<file path="src/verilog/pld_pkg.sv">
// Contract
// - Three indicator outputs per port
// - Test pattern on all indicators at power-on
// - Wait strap high: colour from config bit
// - Wait strap low: colour from sampled pin
// - Wait strap high: test starts on go write
// - Link LEDs: 0 for 1.28s, 1 for 0.48s
// - Link LED on when up, 10 Hz activity
// - Speed LED follows test; on at 100M
// - Dupcol 0-2: inverted strap, then strap level
// - Dupcol 0-2: on full duplex, flash on collision or link down, else off
// - Dupcol 3-4: dupcol test timing, duplex/collision display
// - Duplex-only option: no collision blinking
// - Hub option: dupcol0 flashes 20 Hz, 10M collisions
// - Hub option: dupcol1 flashes 20 Hz, 100M collisions
// - Dual colour: dupcol on-test lasts 2.56s
package pld_pkg;
    localparam int PLD_PORTS = 5;
    localparam int PLD_STRAP_PORTS = 3;
    localparam int PLD_ADDR_W = 8;
    localparam int PLD_CLK_MHZ = 200;
    localparam int PLD_TICK_MS = 5;
    localparam int PLD_TICK_CYCLES = PLD_TICK_MS * 1000 * PLD_CLK_MHZ;
    localparam int PLD_ON_MS = 1280;
    localparam int PLD_OFF_MS = 480;
    localparam int PLD_DUAL_ON_MS = 2560;
    localparam int PLD_FLASH20_HALF_MS = 25;
    localparam int PLD_TCNT_W = 10;
    localparam logic [PLD_TCNT_W-1:0] PLD_ON_TICKS = PLD_TCNT_W'(PLD_ON_MS / PLD_TICK_MS);
    localparam logic [PLD_TCNT_W-1:0] PLD_OFF_TICKS = PLD_TCNT_W'(PLD_OFF_MS / PLD_TICK_MS);
    localparam logic [PLD_TCNT_W-1:0] PLD_DUAL_ON_TICKS = PLD_TCNT_W'(PLD_DUAL_ON_MS / PLD_TICK_MS);
    localparam logic [2:0] PLD_FLASH20_TICKS = 3'(PLD_FLASH20_HALF_MS / PLD_TICK_MS);
    localparam logic [1:0] PLD_SETTLE_CYCLES = 2'h2;
    localparam logic [PLD_ADDR_W-1:0] PLD_ADDR_CTRL = 8'h00;
    localparam logic [PLD_ADDR_W-1:0] PLD_ADDR_STATUS = 8'h04;
    localparam int PLD_CTRL_COLOUR_BIT = 0;
    localparam int PLD_CTRL_GO_BIT = 1;
    localparam int PLD_CTRL_DUPONLY_BIT = 2;
    localparam int PLD_CTRL_HUB_BIT = 3;
    localparam int PLD_ST_PHASE_LSB = 0;
    localparam int PLD_ST_DUAL_BIT = 2;
    localparam int PLD_ST_STRAP_LSB = 3;
    localparam int PLD_ST_MODE_BIT = 6;
    localparam int PLD_ST_WAIT_BIT = 7;

    typedef struct packed {
        logic hub_collision_option;
        logic duplex_only_option;
        logic indicator_test_go;
        logic colour_mode_cfg_bit;
    } pld_ctrl_t;

    localparam pld_ctrl_t PLD_CTRL_RESET = 4'h0;

    typedef struct packed {
        logic link_up;
        logic speed100;
        logic full_duplex;
        logic activity;
        logic collision;
    } pld_port_status_t;

    typedef struct packed {
        logic wait_init;
        logic serial_mem_data_in;
        logic [PLD_STRAP_PORTS-1:0] dupcol;
    } pld_straps_t;

    typedef enum logic [1:0] {
        ST_CAPTURE = 2'b00,
        ST_WAIT_EN = 2'b01,
        ST_TEST = 2'b10,
        ST_NORMAL = 2'b11
    } pld_phase_t;
endpackage

</file>
<file path="src/verilog/pld_sync.sv">
`timescale 1ns/10ps
module pld_sync #(
    parameter int W = 1
) (
    input wire logic clk_i,
    input wire logic [W-1:0] d_i,
    output logic [W-1:0] q_o
);
    // Meta stage is read only by the second stage
    logic [W-1:0] meta;

    always_ff @(posedge clk_i) begin
        meta <= d_i;
        q_o <= meta;
    end
endmodule

</file>
<file path="src/verilog/pld_timebase.sv">
`timescale 1ns/10ps
module pld_timebase
    import pld_pkg::*;
#(
    parameter int TICK_CYCLES = PLD_TICK_CYCLES
) (
    input wire logic clk_i,
    input wire logic rst_i,
    output logic tick_o,
    output logic blink10_o,
    output logic blink20_o
);
    localparam int CW = $clog2(TICK_CYCLES + 1);

    typedef struct packed {
        logic [CW-1:0] cnt;
        logic [2:0] sub;
        logic tick;
        logic b10;
        logic b20;
    } pld_tb_state_t;

    pld_tb_state_t s;
    pld_tb_state_t next_s;

    // Free-running from reset release; all LED timing shares it
    always_comb begin
        next_s = s;
        next_s.tick = 1'b0;
        next_s.cnt = s.cnt + CW'(1);
        if (s.cnt == CW'(TICK_CYCLES - 1)) begin
            next_s.cnt = '0;
            next_s.tick = 1'b1;
        end
        if (s.tick) begin
            next_s.sub = s.sub + 3'h1;
            if (s.sub == PLD_FLASH20_TICKS - 3'h1) begin
                next_s.sub = 3'h0;
                next_s.b20 = ~s.b20;
                if (s.b20) begin
                    next_s.b10 = ~s.b10;
                end
            end
        end
    end

    always_ff @(posedge clk_i) begin
        if (rst_i) begin
            s <= '0;
        end else begin
            s <= next_s;
        end
    end

    assign tick_o = s.tick;
    assign blink10_o = s.b10;
    assign blink20_o = s.b20;
endmodule

</file>
<file path="src/verilog/pld_top.sv">
`timescale 1ns/10ps
module pld_top
    import pld_pkg::*;
#(
    parameter int TICK_CYCLES = PLD_TICK_CYCLES
) (
    input wire logic clk_i,
    input wire logic rst_i,
    input wire logic wb_cyc_i,
    input wire logic wb_stb_i,
    input wire logic wb_we_i,
    input wire logic [PLD_ADDR_W-1:0] wb_adr_i,
    input wire logic [3:0] wb_sel_i,
    input wire logic [31:0] wb_dat_i,
    output logic [31:0] wb_dat_o,
    output logic wb_ack_o,
    input wire pld_straps_t strap_pins_i,
    input wire pld_port_status_t [PLD_PORTS-1:0] port_status_i,
    output logic [PLD_PORTS-1:0] link_activity_led_o,
    output logic [PLD_PORTS-1:0] speed_led_o,
    output logic [PLD_PORTS-1:0] dupcol_led_o,
    output logic [PLD_STRAP_PORTS-1:0] dupcol_oe_o
);
    typedef struct packed {
        pld_phase_t phase;
        logic [1:0] settle;
        logic [PLD_TCNT_W-1:0] tcnt;
        logic dual;
        pld_straps_t straps;
        pld_ctrl_t ctrl;
        logic ack;
        logic [31:0] rdata;
        logic [PLD_PORTS-1:0] link_led;
        logic [PLD_PORTS-1:0] speed_led;
        logic [PLD_PORTS-1:0] dup_led;
        logic [PLD_STRAP_PORTS-1:0] oe;
    } pld_state_t;

    // LEDs dark and strap pins released while in reset
    localparam pld_state_t RESET_STATE = '{
        phase: ST_CAPTURE,
        settle: 2'h0,
        tcnt: '0,
        dual: 1'b0,
        straps: '0,
        ctrl: PLD_CTRL_RESET,
        ack: 1'b0,
        rdata: 32'h0,
        link_led: '1,
        speed_led: '1,
        dup_led: '1,
        oe: '0
    };

    pld_state_t s;
    pld_state_t next_s;

    pld_straps_t straps_sync;
    logic tick;
    logic blink10;
    logic blink20;

    pld_sync #(
        .W($bits(pld_straps_t))
    ) u_strap_sync (
        .clk_i(clk_i),
        .d_i(strap_pins_i),
        .q_o(straps_sync)
    );

    pld_timebase #(
        .TICK_CYCLES(TICK_CYCLES)
    ) u_timebase (
        .clk_i(clk_i),
        .rst_i(rst_i),
        .tick_o(tick),
        .blink10_o(blink10),
        .blink20_o(blink20)
    );

    // Sequence decode shared by all ports
    logic [PLD_TCNT_W-1:0] dup_on_len;
    logic [PLD_TCNT_W-1:0] link_end;
    logic [PLD_TCNT_W-1:0] test_end;
    logic in_test;
    logic link_on_test;
    logic link_off_test;
    logic link_normal;
    logic dup_on_test;
    logic dup_normal;

    assign dup_on_len = s.dual ? PLD_DUAL_ON_TICKS : PLD_ON_TICKS;
    assign link_end = PLD_ON_TICKS + PLD_OFF_TICKS;
    assign test_end = dup_on_len + PLD_OFF_TICKS;
    assign in_test = (s.phase == ST_TEST);
    assign link_on_test = in_test && (s.tcnt < PLD_ON_TICKS);
    assign link_off_test = in_test && (s.tcnt >= PLD_ON_TICKS) && (s.tcnt < link_end);
    assign link_normal = (s.phase == ST_NORMAL) || (in_test && (s.tcnt >= link_end));
    assign dup_on_test = in_test && (s.tcnt < dup_on_len);
    assign dup_normal = (s.phase == ST_NORMAL);

    // Hub collision sources across all ports
    logic slow_collision_seen;
    logic fast_collision_seen;
    logic [PLD_PORTS-1:0] slow_col_port;
    logic [PLD_PORTS-1:0] fast_col_port;

    // Off level per dupcol pin: strap for strapped pins, high otherwise
    logic [PLD_PORTS-1:0] dup_off;
    logic [PLD_PORTS-1:0] link_n;
    logic [PLD_PORTS-1:0] speed_n;
    logic [PLD_PORTS-1:0] dup_n;

    genvar gi;
    generate
        for (gi = 0; gi < PLD_PORTS; gi++) begin : g_port
            pld_port_status_t st;
            logic dup_on;
            logic flash10;
            logic disp;

            assign st = port_status_i[gi];
            assign slow_col_port[gi] = st.link_up && !st.speed100 && !st.full_duplex && st.collision;
            assign fast_col_port[gi] = st.link_up && st.speed100 && !st.full_duplex && st.collision;

            if (gi < PLD_STRAP_PORTS) begin : g_strap
                assign dup_off[gi] = s.straps.dupcol[gi];
            end else begin : g_plain
                assign dup_off[gi] = 1'b1;
            end

            assign dup_on = ~dup_off[gi];
            assign flash10 = blink10 ? dup_off[gi] : dup_on;

            // Active low; activity flashes about the lit level
            always_comb begin
                if (link_on_test) begin
                    link_n[gi] = 1'b0;
                end else if (link_normal) begin
                    if (!st.link_up) begin
                        link_n[gi] = 1'b1;
                    end else if (st.activity) begin
                        link_n[gi] = blink10;
                    end else begin
                        link_n[gi] = 1'b0;
                    end
                end else begin
                    link_n[gi] = 1'b1;
                end
            end

            always_comb begin
                if (link_on_test) begin
                    speed_n[gi] = 1'b0;
                end else if (link_normal) begin
                    speed_n[gi] = !(st.link_up && st.speed100);
                end else begin
                    speed_n[gi] = 1'b1;
                end
            end

            always_comb begin
                if (s.ctrl.duplex_only_option) begin
                    disp = (st.link_up && st.full_duplex) ? dup_on : dup_off[gi];
                end else if (!st.link_up) begin
                    if (gi < PLD_STRAP_PORTS) begin
                        disp = flash10;
                    end else begin
                        disp = dup_off[gi];
                    end
                end else if (st.collision) begin
                    disp = flash10;
                end else begin
                    disp = st.full_duplex ? dup_on : dup_off[gi];
                end
            end

            if (gi == 0) begin : g_hub10
                always_comb begin
                    if (dup_on_test) begin
                        dup_n[gi] = dup_on;
                    end else if (!dup_normal) begin
                        dup_n[gi] = dup_off[gi];
                    end else if (s.ctrl.hub_collision_option) begin
                        dup_n[gi] = (slow_collision_seen && blink20) ? dup_on : dup_off[gi];
                    end else begin
                        dup_n[gi] = disp;
                    end
                end
            end else if (gi == 1) begin : g_hub100
                always_comb begin
                    if (dup_on_test) begin
                        dup_n[gi] = dup_on;
                    end else if (!dup_normal) begin
                        dup_n[gi] = dup_off[gi];
                    end else if (s.ctrl.hub_collision_option) begin
                        dup_n[gi] = (fast_collision_seen && blink20) ? dup_on : dup_off[gi];
                    end else begin
                        dup_n[gi] = disp;
                    end
                end
            end else begin : g_nohub
                always_comb begin
                    if (dup_on_test) begin
                        dup_n[gi] = dup_on;
                    end else if (!dup_normal) begin
                        dup_n[gi] = dup_off[gi];
                    end else begin
                        dup_n[gi] = disp;
                    end
                end
            end
        end
    endgenerate

    assign slow_collision_seen = |slow_col_port;
    assign fast_collision_seen = |fast_col_port;

    // Register bus
    logic req;
    logic wr_ctrl;
    logic [31:0] status_word;
    logic [31:0] ctrl_word;

    assign req = wb_cyc_i && wb_stb_i && !s.ack;
    assign wr_ctrl = req && wb_we_i && wb_sel_i[0] && (wb_adr_i == PLD_ADDR_CTRL);

    always_comb begin
        ctrl_word = 32'h0;
        ctrl_word[PLD_CTRL_COLOUR_BIT] = s.ctrl.colour_mode_cfg_bit;
        ctrl_word[PLD_CTRL_GO_BIT] = s.ctrl.indicator_test_go;
        ctrl_word[PLD_CTRL_DUPONLY_BIT] = s.ctrl.duplex_only_option;
        ctrl_word[PLD_CTRL_HUB_BIT] = s.ctrl.hub_collision_option;
    end

    always_comb begin
        status_word = 32'h0;
        status_word[PLD_ST_PHASE_LSB +: 2] = s.phase;
        status_word[PLD_ST_DUAL_BIT] = s.dual;
        status_word[PLD_ST_STRAP_LSB +: PLD_STRAP_PORTS] = s.straps.dupcol;
        status_word[PLD_ST_MODE_BIT] = s.straps.serial_mem_data_in;
        status_word[PLD_ST_WAIT_BIT] = s.straps.wait_init;
    end

    always_comb begin
        next_s = s;

        // One-cycle ack; unmapped reads give zero, unmapped writes vanish
        next_s.ack = req;
        next_s.rdata = 32'h0;
        if (req && !wb_we_i) begin
            if (wb_adr_i == PLD_ADDR_CTRL) begin
                next_s.rdata = ctrl_word;
            end else if (wb_adr_i == PLD_ADDR_STATUS) begin
                next_s.rdata = status_word;
            end
        end
        if (wr_ctrl) begin
            next_s.ctrl.colour_mode_cfg_bit = wb_dat_i[PLD_CTRL_COLOUR_BIT];
            next_s.ctrl.indicator_test_go = wb_dat_i[PLD_CTRL_GO_BIT];
            next_s.ctrl.duplex_only_option = wb_dat_i[PLD_CTRL_DUPONLY_BIT];
            next_s.ctrl.hub_collision_option = wb_dat_i[PLD_CTRL_HUB_BIT];
        end

        unique case (s.phase)
            ST_CAPTURE: begin
                // Synchroniser must fill before straps are trusted
                next_s.settle = s.settle + 2'h1;
                if (s.settle == PLD_SETTLE_CYCLES) begin
                    next_s.straps = straps_sync;
                    next_s.oe = '1;
                    next_s.tcnt = '0;
                    if (straps_sync.wait_init) begin
                        next_s.phase = ST_WAIT_EN;
                    end else begin
                        next_s.dual = straps_sync.serial_mem_data_in;
                        next_s.phase = ST_TEST;
                    end
                end
            end
            ST_WAIT_EN: begin
                // Colour must be written no later than go; it is frozen here
                if (s.ctrl.indicator_test_go) begin
                    next_s.dual = s.ctrl.colour_mode_cfg_bit;
                    next_s.tcnt = '0;
                    next_s.phase = ST_TEST;
                end
            end
            ST_TEST: begin
                if (tick) begin
                    next_s.tcnt = s.tcnt + PLD_TCNT_W'(1);
                    if (s.tcnt == test_end - PLD_TCNT_W'(1)) begin
                        next_s.phase = ST_NORMAL;
                    end
                end
            end
            ST_NORMAL: begin
                next_s.phase = ST_NORMAL;
            end
        endcase

        next_s.link_led = link_n;
        next_s.speed_led = speed_n;
        next_s.dup_led = dup_n;
    end

    always_ff @(posedge clk_i) begin
        if (rst_i) begin
            s <= RESET_STATE;
        end else begin
            s <= next_s;
        end
    end

    assign wb_dat_o = s.rdata;
    assign wb_ack_o = s.ack;
    assign link_activity_led_o = s.link_led;
    assign speed_led_o = s.speed_led;
    assign dupcol_led_o = s.dup_led;
    assign dupcol_oe_o = s.oe;
endmodule
</file>
<file path="config.mk">
export PLATFORM = sky130hd
export DESIGN_NAME = pld_top
export DESIGN_NICKNAME = d
export VERILOG_FILES = /design/src/verilog/pld_pkg.sv /design/src/verilog/pld_sync.sv /design/src/verilog/pld_timebase.sv /design/src/verilog/pld_top.sv
export SDC_FILE = /design/constraint.sdc
export NUM_CORES = 1
export LEC_CHECK = 0
export ABC_CLOCK_PERIOD_IN_PS = 6550
export BUFFER_PORTS_ARGS = -buffer_cell sky130_fd_sc_hd__buf_2
export CELL_PAD_IN_SITES_DETAIL_PLACEMENT = 0
export CELL_PAD_IN_SITES_GLOBAL_PLACEMENT = 1
export CORE_MARGIN = 1.5
export CORE_UTILIZATION = 25
export DETAILED_ROUTE_END_ITERATION = 10
export MAX_ROUTING_LAYER = met4
export PLACE_DENSITY = 0.57
export SYNTH_ARGS = -nofsm -noshare
export SYNTH_HDL_FRONTEND = slang
export SYNTH_SLANG_ARGS = --single-unit
</file>
<file path="constraint.sdc">
create_clock -name clk_i -period 6.55 [get_ports clk_i]
set_input_delay 0.3275 -clock clk_i [delete_from_list [all_inputs] [get_ports clk_i]]
set_output_delay 0.3275 -clock clk_i [all_outputs]
set_load 0.02 [all_outputs]
</file>
== Yosys cells after proc, flatten, opt, wreduce, memory -nomap -nowiden ==
Index checks and enable logic that the tools add are counted.
Cells by class
  add/sub/neg operators: 6
  magnitude comparators: 3
  eq/ne operators: 13
  muxes and demuxes: 90
  bitwise operators: 7
  reduce and logical (&&, ||, !) cells: 80
Operators by type and width (number)
  $mux W1: 75
  $logic_and A1 B1 Y1: 46
  $pmux W10 S3: 1
  $add A20 B1 Y20 const B: 1
  $eq A20 B20 Y1 const B: 1
  $mux W10: 2
  $logic_not A1 Y1: 17
  $mux W16: 1
  $reduce_and A4 Y1: 3
  $mux W11: 1
  $add A10 B1 Y10 const B: 1
  $add A10 B7 Y10 const B: 1
  $eq A10 B10 Y1: 1
  $ge A10 B9 Y1 const B: 1
  $lt A10 B10 Y1: 1
  $lt A10 B9 Y1 const B: 1
  $mux W2: 5
  $reduce_or A5 Y1: 2
  $sub A10 B1 Y10 const B: 1
  $eq A8 B3 Y1 const B: 1
  $logic_not A8 Y1: 1
  $mux W4: 2
  $pmux W2 S4: 1
  $not A1 Y1: 7
  other kinds (18): 25
Storage, ports and cells
  bits in registers: 109
  input bits: 79
  word-level logic and storage cells: 225

== Longest topological paths before layout ==
  depth after elaboration: 10
  depth in mapped cells: 9

== Modules after synthesis ==
A second synthesis with hierarchy kept.
Unflattened totals
  cell total of the unflattened synthesis: 464
  area total of the unflattened synthesis: 4147.7 µm²
Modules (own cells, without submodules)
  pld_top: instances 1, cells each 319, area an instance 2763.9 µm², sequential area each 980.9 µm²
  pld_timebase: instances 1, cells each 135, area an instance 1183.6 µm², sequential area each 520.5 µm²
  pld_sync: instances 1, cells each 10, area an instance 200.2 µm², sequential area each 200.2 µm²

== Worst setup path before layout ==
Ideal clock, no wire load.
  path kind: reg2reg
  from: reg s[73] in the netlist's numbering
  to: reg s[64] in the netlist's numbering
  library setup time: 0.070 ns
  data arrival time: 1.999 ns
  slack: 4.481 ns
  stages on the path, launching flop included: 9
  path buffers: 2
  period minus slack after synthesis: 2.069 ns
  cells stage by stage: dfxtp_1 -> inv_1 -> ha_1 -> buf_6 -> nor2b_4 -> or4_4 -> buf_6 -> or3_1 -> a21oi_1
Between the ends
  longest elaborated chain between the ends: 3
  elaborated cells on any way between the ends: 9
  those cells by class: eq/ne: 5; mux: 1; reduce/logical: 3
Ends and longest elaborated chain
  from (decl): RTL line pld_top.sv:55  | pld_state_t s;
  from (signal assigned): RTL line pld_top.sv:311  | s <= next_s;
  $eq A2 B2 Y1 (tied with other cells): RTL line pld_top.sv:265  | unique case (s.phase)
  $ne A2 B1 Y1 (no line) (tied with other cells)
  $reduce_and A4 Y1 (no line)
Several ways; a longest one is shown, not always the timed one.
A chain may end at the register's enable or synchronous reset.

== Final worst setup path ==
  from: reg s[73] in the netlist's numbering
  to: reg s[66] in the netlist's numbering
The elaborated chain is that of the path after synthesis.

==> impl_metrics.json <==
{
  "ys_ff_latch": 85,
  "slew_viol_final": 0,
  "dpl.cell_count": 711,
  "hpwl_mm": 6.47,
  "grt_pass1_wl_mm": 14.1,
  "whs_ps": 82.4,
  "setup_tns_ps": 0,
  "critPathKind": "register to register",
  "internal-power_mw": 0.981,
  "first_pass_iters": 4,
  "cts_sinks": 85,
  "vias_per_cell": 4.31,
  "cp.required_ps": 6770,
  "synth-edff-count": 0,
  "met1_usage_pct": 14.2,
  "port_buffers": 74,
  "mostFrequentLayoutCells": "85 x dfxtp_1, 74 x buf_2, 54 x nor2_1",
  "gp_congestion": 0.766,
  "fillers": 1766,
  "yosysSeqAreaShare_pct": 41.7,
  "busiest_layer": "met2",
  "cts-root-buf": "clkbuf_16",
  "clk_pin_slew_worst_paths_ps": 60,
  "leakagePower_nw": 1.83,
  "synth_ff_type": "dfxtp_1",
  "cts_tree": "built",
  "cts_made_buffers": 9,
  "ys_warn_count": 0,
  "fin_total_pwr_mw": 1.47,
  "syn_area_per_cell_um2": 8.82,
  "grtUsageMet3_pct": 3.42,
  "clk_path_buf_depth": 2,
  "arrival_ps": 2520,
  "hp-class": "input port to register",
  "hp-start": "strap_pins_i[1]",
  "grt_usage_pct": 11.0,
  "holdBufCountCts": 0,
  "chipHeight_um": 131,
  "rsz0062_at_grt": "no",
  "fin_area_um2": 4640,
  "max-cap-violations": 0,
  "num_vias": 3130,
  "syn-cell-area_um2": 4080,
  "fin_ws_ps": 4260,
  "worstSetupStartpoint": "s[73]",
  "syn_inst": 462,
  "grt_pass1_vias": 2801,
  "fp.dieW_um": 131,
  "postRouteWirelength_mm": 8.79,
  "rows": 46,
  "ant_nets": 0,
  "fin_crit_ps": 2290,
  "final_common_cell": "dfxtp_1",
  "fin_nets": 596,
  "path_cells": "inv_1 -> ha_1 -> nor2b_1 -> or4_4 -> nor3_1 -> xnor2_1 -> nor2_1",
  "gr-total-overflow": 0,
  "power_density_nw_per_um2": 316,
  "ios": 130,
  "path_buf_inv": 1,
  "r2r_start": "s[73]",
  "finalSetupViolCount": 0,
  "status": "complete, no violations",
  "post_cts_buffers": 0,
  "drc": 0,
  "ys_types": 51,
  "route.detailed.wl_per_inst_um": 12.1,
  "syn_to_final_growth_pct": 13.9,
  "htree_num_levels": 3,
  "seqPwrFrac_pct": 41.0,
  "critPathMaxFanout": 16,
  "path_delay_family": "simple AND/OR/NAND/NOR gates",
  "finalNonFillerCells": 727,
  "critPathSlowestCell": "or4_4",
  "clock.fmax_mhz": 436,
  "met2_usage_pct": 16.2,
  "clk_latency_ps": 340,
  "drive_gt1_share_pct": 19.2,
  "core_um2": 15900,
  "finClkSkew_ps": 6.02,
  "hold_viol": 0,
  "worst_pin_slew_ps": 868,
  "synthArstFlopShare_pct": 0,
  "start_util_pct": 25.7,
  "pre_cts_ws_ps": 4250,
  "switching_share_pct": 33.2,
  "drtIter0Drc": 94,
  "ir_drop_uv": 145,
  "switching_power_mw": 0.488,
  "setup.worst_path.start_class": "register",
  "diodes": 0,
  "dieArea_um2": 17100,
  "grt_max_degree": 35,
  "final_util_pct": 29.2,
  "period_share_pct": 35.0,
  "antenna_found_initial": 0,
  "clock_power_share_pct": 32.5,
  "combPwrFrac_pct": 26.4,
  "max_slew_margin_pct": 41.6,
  "placed_cell_area_um2": 4360,
  "crit_path_max_incr_delay_ps": 570,
  "critPathCaptureType": "register",
  "cts_resized": 0
}
==> power by group through the flow <==
stage	Clock, mW	Combinational, mW	Sequential [mW]
global placement	0	0.388	0.613
detailed placement	0	0.391	0.615
floorplan	0	0.361	0.607
finish	0.478	0.388	0.603
CTS	0.497	0.393	0.603
global route	0.524	0.433	0.610
==> synthesized netlist by cell type, types with 2 or more instances <==
library cell / number / share of area [%]
buf_6: 2 / 0.55
xor2_1: 20 / 4.3
a21oi_1: 17 / 2.1
nor4_1: 4 / 0.61
and3_1: 4 / 0.61
a21o_1: 3 / 0.55
a22o_1: 4 / 0.86
inv_1: 14 / 1.3
a211oi_1: 5 / 0.92
mux2_2: 2 / 0.55
ha_1: 11 / 3.4
nor3_1: 9 / 1.1
nand3_1: 24 / 2.9
nor4bb_1: 2 / 0.49
nor2_1: 54 / 5.0
a31oi_1: 12 / 1.8
dfxtp_1: 85 / 42
nor2b_1: 6 / 0.92
and4_1: 6 / 1.3
nand2b_1: 11 / 1.7
nand4_1: 7 / 1.1
a32o_1: 3 / 0.74
buf_4: 51 / 9.4
o21ai_0: 7 / 0.86
mux2i_1: 7 / 1.7
or3_1: 2 / 0.31
clkbuf_1: 12 / 1.1
nand3b_1: 3 / 0.55
xnor2_1: 9 / 1.9
nand4b_1: 5 / 1.1
nand2_1: 37 / 3.4
o31ai_1: 2 / 0.37
nor4b_1: 4 / 0.86
==> sequential cells by signal, summed over array words and instances (netlist names), 3 cells and up <==
| signal | count |
|---|---|
| wb_dat_o | 8 |
| u_strap_sync.q_o | 5 |
| u_timebase.s | 23 |
| u_strap_sync.meta | 5 |
| speed_led_o | 5 |
| s | 17 |
| dup_off | 3 |
| ctrl_word | 4 |
| dupcol_led_o | 5 |
| link_activity_led_o | 5 |
==> area by class of cell <==
class                   instances  area, um2  area share [%]
clock inverters                 4       32.5           0.701
multi-input cells             320       1950            42.1
inverters                      14       52.6            1.13
flip-flops and latches         85       1700            36.7
well taps                     216        270            5.82
repair buffers                 76        385            8.30
clock buffers                  12        246            5.31
==> worst reg2reg max path, stage by stage (launching register included) <==
cell and delay, ps:
dfxtp_1 400, inv_1 90, ha_1 400, nor2b_1 270, or4_4 570, nor3_1 260
xnor2_1 150, nor2_1 50
==> kinds of logic after synthesis <==
| group | Yosys count | share of synthesized area [%] |
|---|---|---|
| flops | 85 | 41.7 |
| mux | 9 | 2.27 |
| xor+xnor | 29 | 6.23 |
| simple gates | 187 | 24.2 |
| buf+inv | 80 | 12.5 |
| fa+ha+maj | 11 | 3.38 |
| compound gates | 60 | 9.61 |
| other cells | 1 | 0.0920 |
==> worst paths after layout <==
kind / slack (ps) / cells past startpoint / end
worst max-delay path: 4260 / 7 / s[66]
worst min-delay path: 80 / 1 / u_strap_sync.meta[1]
worst max register to register: 4260 / 7 / s[66]
worst min register to register: 330 / 0 / u_strap_sync.q_o[0]
==> layer usage <==
metal	vias up	share of wire (%)
met3	10	6.0
met4	0	1.2
met2	79	44
li1	1605	-
met5	-	0
met1	1436	49
(Power assumes the default switching activity.)
